### config.mk
export PLATFORM = sky130hd
export DESIGN_NAME = hmrc_top
export DESIGN_NICKNAME = d
export VERILOG_FILES = /design/src/shared/hmrc_pkg.sv /design/src/hdl/hmrc_top.sv
export SDC_FILE = /design/constraint.sdc
export NUM_CORES = 1
export LEC_CHECK = 0
export BUFFER_PORTS_ARGS = -buffer_cell sky130_fd_sc_hd__buf_2
export CAP_MARGIN = 30
export CORE_MARGIN = 2
export CORE_UTILIZATION = 40
export DETAILED_ROUTE_END_ITERATION = 16
export PLACE_DENSITY_LB_ADDON = 0.08
export REMOVE_ABC_BUFFERS = 1
export SYNTH_ARGS = -nofsm -noshare
export SYNTH_HDL_FRONTEND = slang
export SYNTH_SLANG_ARGS = --single-unit
### constraint.sdc
create_clock -name CLOCK_IN -period 3.19 [get_ports CLOCK_IN]
set_input_delay 0.319 -clock CLOCK_IN [delete_from_list [all_inputs] [get_ports CLOCK_IN]]
set_output_delay 0.319 -clock CLOCK_IN [all_outputs]
set_load 0.01 [all_outputs]
### src/shared/hmrc_pkg.sv
// ************************************************************
// Halt motion reaction control: shared constants
// ************************************************************
package hmrc_pkg;
    // Register offsets, word addressed
    localparam logic [15:0] OFS_ERR_HIST = 16'h1003;   // Latest error code
    localparam logic [15:0] OFS_IRQ_STS = 16'h2000;    // Sticky events, read clears
    localparam logic [15:0] OFS_IRQ_MASK = 16'h2001;   // Interrupt mask
    localparam logic [15:0] OFS_FE_REACT = 16'h3700;   // Following error reaction
    localparam logic [15:0] OFS_CMD_WORD = 16'h6040;   // Command word
    localparam logic [15:0] OFS_PWR_STS = 16'h6041;    // Power state read-back
    localparam logic [15:0] OFS_QS_REACT = 16'h605A;   // Quick stop reaction
    localparam logic [15:0] OFS_SD_REACT = 16'h605B;   // Shutdown reaction
    localparam logic [15:0] OFS_DO_REACT = 16'h605C;   // Disable operation reaction
    localparam logic [15:0] OFS_HALT_REACT = 16'h605D; // Halt reaction
    localparam logic [15:0] OFS_FLT_REACT = 16'h605E;  // Fault reaction
    localparam logic [15:0] OFS_MODE_REQ = 16'h6060;   // Requested mode
    localparam logic [15:0] OFS_MODE_DISP = 16'h6061;  // Mode in effect
    localparam logic [15:0] OFS_FE_WIN = 16'h6065;     // Following error window
    localparam logic [15:0] OFS_MAX_SLIP = 16'h60F8;   // Maximum slippage
    // Reset values of the reaction codes and monitor limits
    localparam logic [15:0] RST_QS_REACT = 16'h0002;
    localparam logic [15:0] RST_SD_REACT = 16'h0001;
    localparam logic [15:0] RST_DO_REACT = 16'h0001;
    localparam logic [15:0] RST_HALT_REACT = 16'h0001;
    localparam logic [15:0] RST_FLT_REACT = 16'h0002;
    localparam logic [15:0] RST_FE_REACT = 16'h0002;
    localparam logic [31:0] RST_FE_WIN = 32'h0000_1000;
    localparam logic [31:0] RST_MAX_SLIP = 32'h0000_1000;
    // Special values
    localparam logic [15:0] CODE_NO_REACT = 16'hFFFF;   // Following error: ignore
    localparam logic [31:0] FE_WIN_OFF = 32'hFFFF_FFFF; // Window value that disables monitor
    localparam logic [31:0] SLIP_OFF = 32'h7FFF_FFFF;   // Slippage value that disables monitor
    // Command word bit positions
    localparam int CW_ON = 0;
    localparam int CW_VOLT = 1;
    localparam int CW_QS_N = 2;
    localparam int CW_ENOP = 3;
    localparam int CW_FRST = 7;
    localparam int CW_HALT = 8;
    // Operating modes for which halt is honoured
    localparam logic [7:0] MODE_PP = 8'h01;
    localparam logic [7:0] MODE_VL = 8'h02;
    localparam logic [7:0] MODE_PV = 8'h03;
    localparam logic [7:0] MODE_TQ = 8'h04;
    localparam logic [7:0] MODE_IP = 8'h07;
    // Brake command to the ramp generator
    localparam logic [1:0] BRK_NONE = 2'h0;
    localparam logic [1:0] BRK_SLOW = 2'h1;
    localparam logic [1:0] BRK_QUICK = 2'h2;
    // Interrupt status bits
    localparam int EV_FAULT = 0;
    localparam int EV_FOLLOW = 1;
    localparam int EV_LIMIT = 2;
    localparam int EV_STOPPED = 3;
    localparam int EV_W = 4;
    // Power states
    typedef enum logic [2:0] {ST_SOD, ST_RTSO, ST_SWON, ST_OPEN, ST_QSA, ST_STOP, ST_FREACT, ST_FAULT} hmrc_state_t;
endpackage

### src/hdl/hmrc_top.sv
// Our own choice: the address-and-strobe port.
`timescale 1ns/100ps
module hmrc_top
    import hmrc_pkg::*;
#(
    parameter logic [15:0] FE_ERR_CODE = 16'h0001 // Logged code for following error, arbitrary
) (
    input wire logic CLOCK_IN,
    input wire logic RST_IN,
    input wire logic [15:0] ADDR_IN,
    input wire logic [31:0] WDATA_IN,
    input wire logic WR_IN,
    input wire logic RD_IN,
    input wire logic LIMIT_SW_IN,
    input wire logic ERROR_IN,
    input wire logic [15:0] ERROR_CODE_IN,
    input wire logic FOLLOW_ERR_IN,
    input wire logic RAMP_DONE_IN,
    output logic [31:0] RDATA_OUT,
    output logic [1:0] BRAKE_MODE_OUT,
    output logic POWER_EN_OUT,
    output logic [2:0] STATE_OUT,
    output logic IRQ_OUT
);
    // ************************************************************
    // Storage
    // ************************************************************
    hmrc_state_t state; // Power state
    hmrc_state_t target; // State to enter once braking ends
    logic [15:0] cw; // Command word
    logic [15:0] cw_prev; // Command word of the previous cycle
    logic [7:0] mode_req; // Requested mode
    logic [7:0] mode_disp; // Mode in effect
    logic [15:0] qs_code, sd_code, do_code, halt_code, flt_code, fe_code; // Reaction codes
    logic [31:0] fe_win; // Following error window
    logic [31:0] max_slip; // Maximum slippage
    logic [15:0] err_hist; // Latest error code
    logic [EV_W-1:0] irq_sts; // Sticky events
    logic [EV_W-1:0] irq_mask; // Enabled events
    logic lim_s1, lim_s2, lim_d; // Limit switch synchroniser and edge
    hmrc_state_t next_state, next_target;
    logic [1:0] next_brake;
    logic next_pwr;

    // ************************************************************
    // Decoding
    // ************************************************************
    // Write strobes per register
    wire wr_cw = WR_IN && ADDR_IN == OFS_CMD_WORD;
    wire wr_mode = WR_IN && ADDR_IN == OFS_MODE_REQ;
    wire wr_qs = WR_IN && ADDR_IN == OFS_QS_REACT;
    wire wr_sd = WR_IN && ADDR_IN == OFS_SD_REACT;
    wire wr_do = WR_IN && ADDR_IN == OFS_DO_REACT;
    wire wr_halt = WR_IN && ADDR_IN == OFS_HALT_REACT;
    wire wr_flt = WR_IN && ADDR_IN == OFS_FLT_REACT;
    wire wr_fe = WR_IN && ADDR_IN == OFS_FE_REACT;
    wire [15:0] wcode = WDATA_IN[15:0];
    // Accepted code sets; anything else keeps the stored code
    wire ok_qs = wcode inside {16'h0000, 16'h0001, 16'h0002, 16'h0005, 16'h0006};
    wire ok_sd = wcode inside {16'h0000, 16'h0001};
    wire ok_halt = wcode inside {16'h0001, 16'h0002};
    wire ok_flt = wcode inside {16'h0000, 16'h0001, 16'h0002};
    wire ok_fe = ok_flt || wcode == CODE_NO_REACT;
    // Command word decode
    wire c_shutdown = !cw[CW_FRST] && cw[CW_QS_N] && cw[CW_VOLT] && !cw[CW_ON];
    wire c_switch_on = !cw[CW_FRST] && !cw[CW_ENOP] && cw[CW_QS_N] && cw[CW_VOLT] && cw[CW_ON];
    wire c_enable = !cw[CW_FRST] && cw[CW_ENOP] && cw[CW_QS_N] && cw[CW_VOLT] && cw[CW_ON];
    wire c_dis_volt = !cw[CW_FRST] && !cw[CW_VOLT];
    wire c_qstop = !cw[CW_FRST] && !cw[CW_QS_N] && cw[CW_VOLT];
    // Return from quick stop and fault reset act on an edge only
    wire enable_was = cw_prev[CW_ENOP] && cw_prev[CW_QS_N] && cw_prev[CW_VOLT] && cw_prev[CW_ON];
    wire enable_rise = c_enable && !(enable_was && !cw_prev[CW_FRST]);
    wire frst_rise = cw[CW_FRST] && !cw_prev[CW_FRST];
    wire lim_rise = lim_s2 && !lim_d;
    // Monitoring is off for either sentinel value
    wire fe_mon_en = fe_win != FE_WIN_OFF && max_slip != SLIP_OFF;
    wire fe_ev = FOLLOW_ERR_IN && fe_mon_en && fe_code != CODE_NO_REACT;
    wire err_ev = ERROR_IN || fe_ev;
    wire [15:0] err_code = ERROR_IN ? flt_code : fe_code;
    wire powered = state inside {ST_SWON, ST_OPEN, ST_QSA, ST_STOP};
    wire in_fault = state inside {ST_FREACT, ST_FAULT};
    wire halt_mode = mode_disp inside {MODE_PP, MODE_VL, MODE_PV, MODE_TQ, MODE_IP};
    wire halt_act = cw[CW_HALT] && halt_mode;
    wire stop_done = RAMP_DONE_IN && (state == ST_STOP || (state == ST_QSA && BRAKE_MODE_OUT != BRK_NONE));
    wire [EV_W-1:0] ev = {stop_done, lim_rise, fe_ev, err_ev && !in_fault};
    wire rd_sts = RD_IN && ADDR_IN == OFS_IRQ_STS;
    wire [EV_W-1:0] next_sts = ev | (rd_sts ? '0 : irq_sts);
    // Read multiplexer, unmapped reads return zero
    wire [31:0] rd_mux =
        ADDR_IN == OFS_ERR_HIST ? {16'h0000, err_hist} :
        ADDR_IN == OFS_IRQ_STS ? {28'h0, irq_sts} :
        ADDR_IN == OFS_IRQ_MASK ? {28'h0, irq_mask} :
        ADDR_IN == OFS_FE_REACT ? {16'h0000, fe_code} :
        ADDR_IN == OFS_CMD_WORD ? {16'h0000, cw} :
        ADDR_IN == OFS_PWR_STS ? {29'h0, STATE_OUT} :
        ADDR_IN == OFS_QS_REACT ? {16'h0000, qs_code} :
        ADDR_IN == OFS_SD_REACT ? {16'h0000, sd_code} :
        ADDR_IN == OFS_DO_REACT ? {16'h0000, do_code} :
        ADDR_IN == OFS_HALT_REACT ? {16'h0000, halt_code} :
        ADDR_IN == OFS_FLT_REACT ? {16'h0000, flt_code} :
        ADDR_IN == OFS_MODE_REQ ? {24'h0, mode_req} :
        ADDR_IN == OFS_MODE_DISP ? {24'h0, mode_disp} :
        ADDR_IN == OFS_FE_WIN ? fe_win :
        ADDR_IN == OFS_MAX_SLIP ? max_slip : 32'h0;

    // ************************************************************
    // Power state and reaction selection
    // ************************************************************
    // Errors outrank every command outside ST_FREACT and ST_FAULT; braking ends on the ramp's done flag, halt braking once halt_act drops
    always_comb begin
        next_state = state;
        next_target = target;
        next_brake = BRAKE_MODE_OUT;
        next_pwr = POWER_EN_OUT;
        if (err_ev && !in_fault) begin
            // Fault code 0, or nothing to brake, drops power at once
            if (err_code == 16'h0000 || !powered) begin
                next_state = ST_FAULT;
                next_brake = BRK_NONE;
                next_pwr = 1'b0;
            end else begin
                next_state = ST_FREACT;
                next_brake = err_code[1:0];
            end
        end else begin
            unique case (state)
                ST_SOD: begin
                    if (c_shutdown) begin
                        next_state = ST_RTSO;
                    end
                end
                ST_RTSO: begin
                    if (c_dis_volt || c_qstop) begin
                        next_state = ST_SOD;
                    end else if (c_switch_on || c_enable) begin
                        next_state = ST_SWON;
                        next_pwr = 1'b1;
                    end
                end
                ST_SWON: begin
                    if (c_dis_volt || c_qstop) begin
                        next_state = ST_SOD;
                        next_pwr = 1'b0;
                    end else if (c_shutdown) begin
                        next_state = ST_RTSO;
                        next_pwr = 1'b0;
                    end else if (c_enable) begin
                        next_state = ST_OPEN;
                    end
                end
                ST_OPEN: begin
                    if (c_qstop || lim_rise) begin
                        // Immediate stop releases the motor
                        if (qs_code == 16'h0000) begin
                            next_state = ST_SOD;
                            next_brake = BRK_NONE;
                            next_pwr = 1'b0;
                        end else if (qs_code == 16'h0005 || qs_code == 16'h0006) begin
                            next_state = ST_QSA;
                            next_brake = qs_code == 16'h0005 ? BRK_SLOW : BRK_QUICK;
                        end else begin
                            next_state = ST_STOP;
                            next_target = ST_SOD;
                            next_brake = qs_code[1:0];
                        end
                    end else if (c_dis_volt) begin
                        next_state = ST_SOD;
                        next_brake = BRK_NONE;
                        next_pwr = 1'b0;
                    end else if (c_shutdown) begin
                        if (sd_code == 16'h0000) begin
                            next_state = ST_RTSO;
                            next_brake = BRK_NONE;
                            next_pwr = 1'b0;
                        end else begin
                            next_state = ST_STOP;
                            next_target = ST_RTSO;
                            next_brake = BRK_SLOW;
                        end
                    end else if (c_switch_on) begin
                        // Code 0 frees the motor but the stage stays switched on
                        next_state = do_code == 16'h0000 ? ST_SWON : ST_STOP;
                        next_target = ST_SWON;
                        next_brake = do_code == 16'h0000 ? BRK_NONE : BRK_SLOW;
                    end else begin
                        next_brake = halt_act ? halt_code[1:0] : BRK_NONE;
                    end
                end
                ST_QSA: begin
                    // Motor stays energized until commanded otherwise
                    if (c_dis_volt) begin
                        next_state = ST_SOD;
                        next_brake = BRK_NONE;
                        next_pwr = 1'b0;
                    end else if (enable_rise) begin
                        next_state = ST_OPEN;
                        next_brake = BRK_NONE;
                    end else if (RAMP_DONE_IN) begin
                        next_brake = BRK_NONE;
                    end
                end
                ST_STOP: begin
                    if (RAMP_DONE_IN) begin
                        next_state = target;
                        next_brake = BRK_NONE;
                        next_pwr = target == ST_SWON;
                    end
                end
                ST_FREACT: begin
                    if (RAMP_DONE_IN) begin
                        next_state = ST_FAULT;
                        next_brake = BRK_NONE;
                        next_pwr = 1'b0;
                    end
                end
                ST_FAULT: begin
                    if (frst_rise) begin
                        next_state = ST_SOD;
                    end
                end
            endcase
        end
    end

    // State and drive outputs
    always_ff @(posedge CLOCK_IN) begin
        if (RST_IN) begin
            state <= ST_SOD;
            target <= ST_SOD;
            BRAKE_MODE_OUT <= BRK_NONE;
            POWER_EN_OUT <= 1'b0;
            STATE_OUT <= 3'h0;
        end else begin
            state <= next_state;
            target <= next_target;
            BRAKE_MODE_OUT <= next_brake;
            POWER_EN_OUT <= next_pwr;
            STATE_OUT <= 3'(next_state);
        end
    end

    // ************************************************************
    // Input conditioning
    // ************************************************************
    // Limit switch is an asynchronous pin: two flops before use
    always_ff @(posedge CLOCK_IN) begin
        if (RST_IN) begin
            lim_s1 <= 1'b0;
            lim_s2 <= 1'b0;
            lim_d <= 1'b0;
        end else begin
            lim_s1 <= LIMIT_SW_IN;
            lim_s2 <= lim_s1;
            lim_d <= lim_s2;
        end
    end

    // ************************************************************
    // Register file
    // ************************************************************
    // Command word and mode request accept writes in any state
    always_ff @(posedge CLOCK_IN) begin
        if (RST_IN) begin
            cw <= 16'h0000;
            cw_prev <= 16'h0000;
            mode_req <= 8'h00;
            mode_disp <= 8'h00;
        end else begin
            cw_prev <= cw;
            if (wr_cw) begin
                cw <= wcode;
            end
            if (wr_mode) begin
                mode_req <= WDATA_IN[7:0];
            end
            // A new mode takes effect only outside the ST_STOP and ST_FREACT states
            if (state != ST_STOP && state != ST_FREACT) begin
                mode_disp <= mode_req;
            end
        end
    end

    // Reaction codes; reserved values leave the old code in place
    always_ff @(posedge CLOCK_IN) begin
        if (RST_IN) begin
            qs_code <= RST_QS_REACT;
            sd_code <= RST_SD_REACT;
            do_code <= RST_DO_REACT;
            halt_code <= RST_HALT_REACT;
            flt_code <= RST_FLT_REACT;
            fe_code <= RST_FE_REACT;
        end else begin
            if (wr_qs && ok_qs) qs_code <= wcode;
            if (wr_sd && ok_sd) sd_code <= wcode;
            if (wr_do && ok_sd) do_code <= wcode;
            if (wr_halt && ok_halt) halt_code <= wcode;
            if (wr_flt && ok_flt) flt_code <= wcode;
            if (wr_fe && ok_fe) fe_code <= wcode;
        end
    end

    // Monitor limits, error log, interrupts and read data
    always_ff @(posedge CLOCK_IN) begin
        if (RST_IN) begin
            fe_win <= RST_FE_WIN;
            max_slip <= RST_MAX_SLIP;
            err_hist <= 16'h0000;
            irq_sts <= '0;
            irq_mask <= '0;
            IRQ_OUT <= 1'b0;
            RDATA_OUT <= 32'h0;
        end else begin
            if (WR_IN && ADDR_IN == OFS_FE_WIN) fe_win <= WDATA_IN;
            if (WR_IN && ADDR_IN == OFS_MAX_SLIP) max_slip <= WDATA_IN;
            if (WR_IN && ADDR_IN == OFS_IRQ_MASK) irq_mask <= WDATA_IN[EV_W-1:0];
            // Device error wins when both arrive together
            if (ERROR_IN) begin
                err_hist <= ERROR_CODE_IN;
            end else if (fe_ev) begin
                err_hist <= FE_ERR_CODE;
            end
            // New events win over the read that clears
            irq_sts <= next_sts;
            IRQ_OUT <= |(next_sts & irq_mask);
            RDATA_OUT <= RD_IN ? rd_mux : 32'h0;
        end
    end

    wire open_quiet = state == ST_OPEN && !err_ev;
    wire qs_trig = open_quiet && (c_qstop || lim_rise);
endmodule

# Word-level counts from Yosys, hierarchy flattened
# Cells that the tools add are included.
dict set report classes {
  bitwise 4
  n_mux 79
  reduce_logical 90
  n_eq_ne 60
}
# operator count
set ops {}
lappend ops {{16-bit two-way mux} 16}
lappend ops {{16-bit by 15-bit equality test with 1-bit output, second input constant} 11}
lappend ops {{16-bit logical NOT} 5}
lappend ops {{3-bit two-way mux} 26}
lappend ops {{16-bit by 3-bit equality test with 1-bit output, second input constant} 4}
lappend ops {{32-bit two-way mux} 2}
lappend ops {{16-bit by 14-bit equality test with 1-bit output, second input constant} 3}
lappend ops {{1-bit logical AND} 47}
lappend ops {{32-bit by 31-bit inequality test with 1-bit output, second input constant} 1}
lappend ops {{32-bit inequality test, second input constant} 1}
lappend ops {{3-bit inequality test, second input constant} 10}
lappend ops {{2-bit two-way mux} 13}
lappend ops {{3-bit one-hot mux with 8 select lines} 1}
lappend ops {{1-bit two-way mux} 18}
lappend ops {{16-bit by 1-bit equality test with 1-bit output, second input constant} 1}
lappend ops {{16-bit by 13-bit equality test with 1-bit output, second input constant} 1}
lappend ops {{16-bit equality test, second input constant} 1}
lappend ops {{16-bit by 2-bit equality test with 1-bit output, second input constant} 1}
lappend ops {{8-bit by 2-bit equality test with 1-bit output, second input constant} 2}
lappend ops {{8-bit by 3-bit equality test with 1-bit output, second input constant} 2}
lappend ops {{16-bit inequality test, second input constant} 1}
lappend ops {{15-bit OR reduction} 1}
lappend ops {{3-bit equality test, second input constant} 4}
lappend ops {{4-bit inequality test, second input constant} 3}
lappend ops {{28 further kinds} 58}
dict set report word_totals {
  elab_cells 258
  reg_bits 269
  output_inout_bits 39
  input_bits 72
}

# Logic depth before layout (Yosys ltp)
dict set report logic_depth {
  depth_word 16
  ltp_mapped 11
  ltp_nobuf 7
}

# Worst setup path before layout
# No wires, ideal clock.
dict set report synth_path {
  kind {input-to-reg}
  start {input ADDR_IN[9]}
  end {register qs_code[10]}
  stages 9
  arrival_ns 2.322
  slack_ns 0.753
  path_buffers 3
  setup_ns 0.115
  required_ns 3.075
  cell_sequence {or4_1 buf_4 nor3_4 nand3_2 or3_1 buf_2 nor2b_4 buf_2 and2_1}
}
dict set report synth_between {
  elab_chain_len 3
}
# element line_no
set synth_lines {}
lappend synth_lines {{from (decl)} hmrc_top.sv:10} ;# input wire logic [15:0] ADDR_IN,
lappend synth_lines {{16-bit by 15-bit equality test with 1-bit output} hmrc_top.sv:51} ;# wire wr_qs = WR_IN && ADDR_IN == OFS_QS_REACT;
lappend synth_lines {{1-bit logical AND} hmrc_top.sv:51}
lappend synth_lines {{1-bit logical AND} hmrc_top.sv:293} ;# if (wr_qs && ok_qs) qs_code <= wcode;
lappend synth_lines {{to (signal assigned)} hmrc_top.sv:293}
lappend synth_lines {{to (decl)} hmrc_top.sv:34} ;# logic [15:0] qs_code, sd_code, do_code, halt_code, flt_code, fe_code;
# No other way between the ends.
# A chain may end at the register's enable or synchronous reset.

# Worst setup path after layout
dict set report layout_path {
  start {register state[0]}
  end {register state[0]}
}
dict set report layout_between {
  elab_chain_len 6
  elab_cells_between_ends 26
  cone_classes {eq/ne: 15; mux: 3; reduce/logical: 8}
}
# element line_no
set layout_lines {}
lappend layout_lines {{from (decl)} hmrc_top.sv:28} ;# hmrc_state_t state;
lappend layout_lines {{from (signal assigned)} hmrc_top.sv:234} ;# state <= next_state;
lappend layout_lines {{3-bit equality test (tied with other cells)} {hmrc_top.sv:81, hmrc_top.sv:126}}
lappend layout_lines {{2-bit nonzero test or 4-bit nonzero test (tied branches)} {hmrc_top.sv:81, hmrc_top.sv:80}}
lappend layout_lines {{1-bit logical NOT (on tied branches)} {hmrc_top.sv:115, hmrc_top.sv:117}}
lappend layout_lines {{1-bit logical AND or 1-bit logical OR (tied branches)} {hmrc_top.sv:115, hmrc_top.sv:117}}
lappend layout_lines {{6-bit inequality test (no source line) (tied with other cells)} n/a}
lappend layout_lines {{8-bit AND reduction (no source line) or 3-bit two-way mux (tied branches)} n/a}
# Parallel ways exist; a longest one is shown, timed or not.

==> flow_results.org <==
** STA
- Post-Route Skew :: 0.01671 ns
- Aggregate negative setup slack :: 0 ns
- Hold Worst Slack :: 0.01837 ns
- Peak Freq :: 379.9 MHz
- Final hold viol count :: 0
- For the pin with the worst max-slew slack, the measured transition is 0.9806 ns.
- In the post-route analysis, the smallest setup slack over all paths is 0.5579 ns.
- The max-slew violation count was 0.
- The worst path uses 82.51% of the clock period.
- Shortest period the worst path allows :: 2.632 ns
- Setup violations remaining at the end of the flow were counted as 0.
- Setup repair after global routing left no endpoint under its margin.
- Headroom to the max-slew limit :: 34.63%

** GRT
- In the global route stage, overall resource usage came out at 26.07%.
- The number of antenna violations at the first check in global routing is 1.
- Global routing finished with a remaining overflow of 0.
- The via count of the first global-routing pass is 10160.
- The first global-routing pass estimated 61440 µm of wire.
- Entering global routing, the biggest net connects 80 pins.

** Yosys
- Cell area after synthesis :: 11570 µm²
- Yosys cell types :: 88
- In this run the biggest area consumer among cell types represents 45.83% of the synthesized area.
- Post-synthesis cell type with the largest combined area :: sky130_fd_sc_hd__dfxtp_1
- The share of the Yosys chip area taken by registers is 45.83%.
- Number of synthesized register bits :: 265
- Asr flop ratio synth :: 0%
- Yosys warning total :: 0
- Counting flops with a built-in enable in the synthesized netlist gives 0.
- Post-Synthesis Mean Instance Area :: 8.424 µm²
- Among all flip-flop cells after synthesis, the most frequent one is sky130_fd_sc_hd__dfxtp_1.
- Number of instances in the synthesized netlist :: 1374
- Largest cells by area after synthesis :: sky130_fd_sc_hd__dfxtp_1 46%, sky130_fd_sc_hd__nand2_1 8.4%, sky130_fd_sc_hd__a21oi_1 7.0%, sky130_fd_sc_hd__and2_1 4.3%, sky130_fd_sc_hd__mux2i_1 2.4%

** Critical path
- Kind of start point of the critical path :: flop
- Setup crit end kind :: flop
- STA puts the critical path data required time at 3.60 ns.
- Along the worst path, the maximum fanout reaches 19.
- Data on the critical path arrives at its endpoint at 3.04 ns.
- The setup path with the least slack is of type flop to flop.

** Layout
- Final core area utilization :: 47.37%
- Layout cell share with drive strength beyond 1 :: 16.10%
- Compared with the post-synthesis result, the final layout area differs by 17.14%.
- 0 antenna diodes ended up in the layout.
- Layout filler cell count :: 2865
- After routing the design area is 13560 µm².
- Non-filler cells in the finished layout :: 1881
- Number of nets in the finished design :: 1551

** Clock network
- Clock root buffer :: sky130_fd_sc_hd__clkbuf_16
- CTS tree :: built
- Worst-Skew Late Latency :: 0.55 ns
- Clock-pin slew was measured on the worst setup and hold paths at 0.06 ns.
- Number of buffers on the longest clock path :: 3
- In this run, post-CTS hold repair placed 5 buffers.
- H-tree Lvls :: 1
- Total setup buffers inserted after CTS :: 0
- CTS Buf Count :: 29
- The clock drives 265 sinks.
- After clock tree synthesis, the repair step resized 0 gates.

** Floorplan
- The floorplan step set the die width to 174.1 µm.
- 111 I/O pins were placed.
- Die Outline Area :: 30310 µm²
- Effective utilization at floorplan :: 40.44%
- The floorplan has 62 rows.
- Floorplan Core Area :: 28630 µm²
- Overall die height :: 174.1 µm

** Placement
- Detail Placement HPWL :: 29650 µm
- Placed cell count :: 1824
- Worst slack at placement :: 0.2043 ns
- Input and output buffers added on the ports amount to 110.
- At the end of routability-driven placement, the weighted congestion stood at 0.9331.
- Post-detailed-placement cell area :: 12600 µm²

** Routing
- DRC Markers :: 0
- Number of routed nets with antenna violations :: 0
- Routed wire length per instance :: 21.41 µm
- Number of detailed-route iterations in the first pass :: 6
- Post-DR vias/cell :: 5.675
- Total Routed Length :: 40260 µm
- Iter 0 DRT Violations :: 941
- The detailed router placed 10680 vias in this run.

** Power
- The design draws 6.990 mW.
- Across the VDD grid, the largest voltage drop is 0.0004360 V.
- Standby leakage power :: 5.070 nW
- Total power per unit cell area :: 515.5 nW/µm²

** Job
- The tool flagged a number of max-cap violations equal to 0.

** Hold path
- Path class of the lowest-slack min-delay path :: input pin to flop

** Run status
- Status :: finished, final reports clean
critical path, stage by stage (launching register included):
cell                        delay [ns]
sky130_fd_sc_hd__dfxtp_1          0.79
sky130_fd_sc_hd__nand3b_1         0.38
sky130_fd_sc_hd__or3_1            0.50
sky130_fd_sc_hd__o211ai_1         0.20
sky130_fd_sc_hd__a31oi_1          0.14
sky130_fd_sc_hd__a2111oi_0        0.47
final timing paths:
| check | startpoint | endpoint | slack [ns] | cells after the start |
|---|---|---|---|---|
| setup / recovery | state[0] | state[0] | 0.56 | 5 |
| hold / removal | ERROR_CODE_IN[14] | err_hist[14] | 0.02 | 3 |
| setup reg to reg | state[0] | state[0] | 0.56 | 5 |
| hold reg to reg | lim_s1 | lim_s2 | 0.44 | 1 |
synth_stat cells, types with 9 or more instances:
library cell               count
sky130_fd_sc_hd__nand2b_1     18
sky130_fd_sc_hd__nand4_1      37
sky130_fd_sc_hd__and2_1       79
sky130_fd_sc_hd__nor3_1       16
sky130_fd_sc_hd__o31ai_1       9
sky130_fd_sc_hd__buf_2        20
sky130_fd_sc_hd__o21ai_0      25
sky130_fd_sc_hd__inv_1        13
sky130_fd_sc_hd__nor2b_1      16
sky130_fd_sc_hd__mux2i_1      28
sky130_fd_sc_hd__a22oi_1      29
sky130_fd_sc_hd__nand3_1      26
sky130_fd_sc_hd__clkbuf_1     64
sky130_fd_sc_hd__dfxtp_1     265
sky130_fd_sc_hd__o221ai_1     21
sky130_fd_sc_hd__nor2_1       74
sky130_fd_sc_hd__nor4_1       33
sky130_fd_sc_hd__a21oi_1     161
sky130_fd_sc_hd__a21oi_2      10
sky130_fd_sc_hd__nand2_1     259
power by group:
part / total [mW] / switching (mW) / internal [mW]
combinational: 0.425 / 0.277 / 0.148
clock: 3.20 / 1.35 / 1.85
sequential: 3.36 / 0.0294 / 3.33
total: 6.99 / 1.65 / 5.34
cells in the final DEF (no fill, tap or decap), types with 8 or more instances in the layout:
| cell type | netlist | routed |
|---|---|---|
| sky130_fd_sc_hd__a22oi_1 | 29 | 29 |
| sky130_fd_sc_hd__nor3_1 | 16 | 16 |
| sky130_fd_sc_hd__nand2_1 | 259 | 259 |
| sky130_fd_sc_hd__o221ai_1 | 21 | 21 |
| sky130_fd_sc_hd__a21o_1 | 8 | 8 |
| sky130_fd_sc_hd__o31ai_1 | 9 | 9 |
| sky130_fd_sc_hd__buf_4 | 3 | 47 |
| sky130_fd_sc_hd__inv_1 | 13 | 13 |
| sky130_fd_sc_hd__clkbuf_16 | 0 | 29 |
| sky130_fd_sc_hd__mux2i_1 | 28 | 28 |
| sky130_fd_sc_hd__nand4_1 | 37 | 37 |
| sky130_fd_sc_hd__nand3_1 | 26 | 26 |
| sky130_fd_sc_hd__a21oi_2 | 10 | 10 |
| sky130_fd_sc_hd__buf_2 | 20 | 109 |
| sky130_fd_sc_hd__a211oi_1 | 8 | 8 |
| sky130_fd_sc_hd__nor2b_1 | 16 | 16 |
| sky130_fd_sc_hd__a21oi_1 | 161 | 161 |
| sky130_fd_sc_hd__o21ai_0 | 25 | 25 |
| sky130_fd_sc_hd__dfxtp_1 | 265 | 265 |
| sky130_fd_sc_hd__clkbuf_1 | 64 | 8 |
| sky130_fd_sc_hd__nor2_1 | 74 | 74 |
| sky130_fd_sc_hd__nand2b_1 | 18 | 18 |
| sky130_fd_sc_hd__and2_1 | 79 | 79 |
| sky130_fd_sc_hd__nor4_1 | 33 | 33 |
| sky130_fd_sc_hd__clkbuf_8 | 0 | 8 |
final cells by class:
cell class	count	area, µm²	area share, %
well taps	384	480.5	3.543
clock inverters	7	45.04	0.3322
inverters	15	56.30	0.4152
clock buffers	45	865.8	6.386
multi-input cells	1001	5807	42.83
repair buffers	164	999.7	7.373
flip-flops and latches	265	5305	39.13
metal layers:
layer,vias up,track usage [%],wire (µm)
li1,5134,-,-
met1,5097,34.20,17270
met2,372,42.76,18570
met3,72,4.549,2754
met4,0,10.19,1668
met5,-,0,0
state kept, by name, indices dropped and copies added, names as in the netlist, 16 cells and up:
signal,flops
RDATA_OUT,32
fe_win,32
max_slip,32
cw,16
do_code,16
err_hist,16
fe_code,16
flt_code,16
halt_code,16
qs_code,16
sd_code,16
logic make-up after synthesis:
group | after synthesis | synth area share (%)
AO/OA/AOI/OAI | 349 | 19.62
buffers and inverters | 108 | 4.075
multiplexers | 29 | 2.519
XOR/XNOR | 4 | 0.3026
flip-flops | 265 | 45.83
adder cells (fa/ha/maj) | 3 | 0.3243
AND/OR/NAND/NOR | 616 | 27.33
No activity file was read; power rests on OpenSTA's default activity.
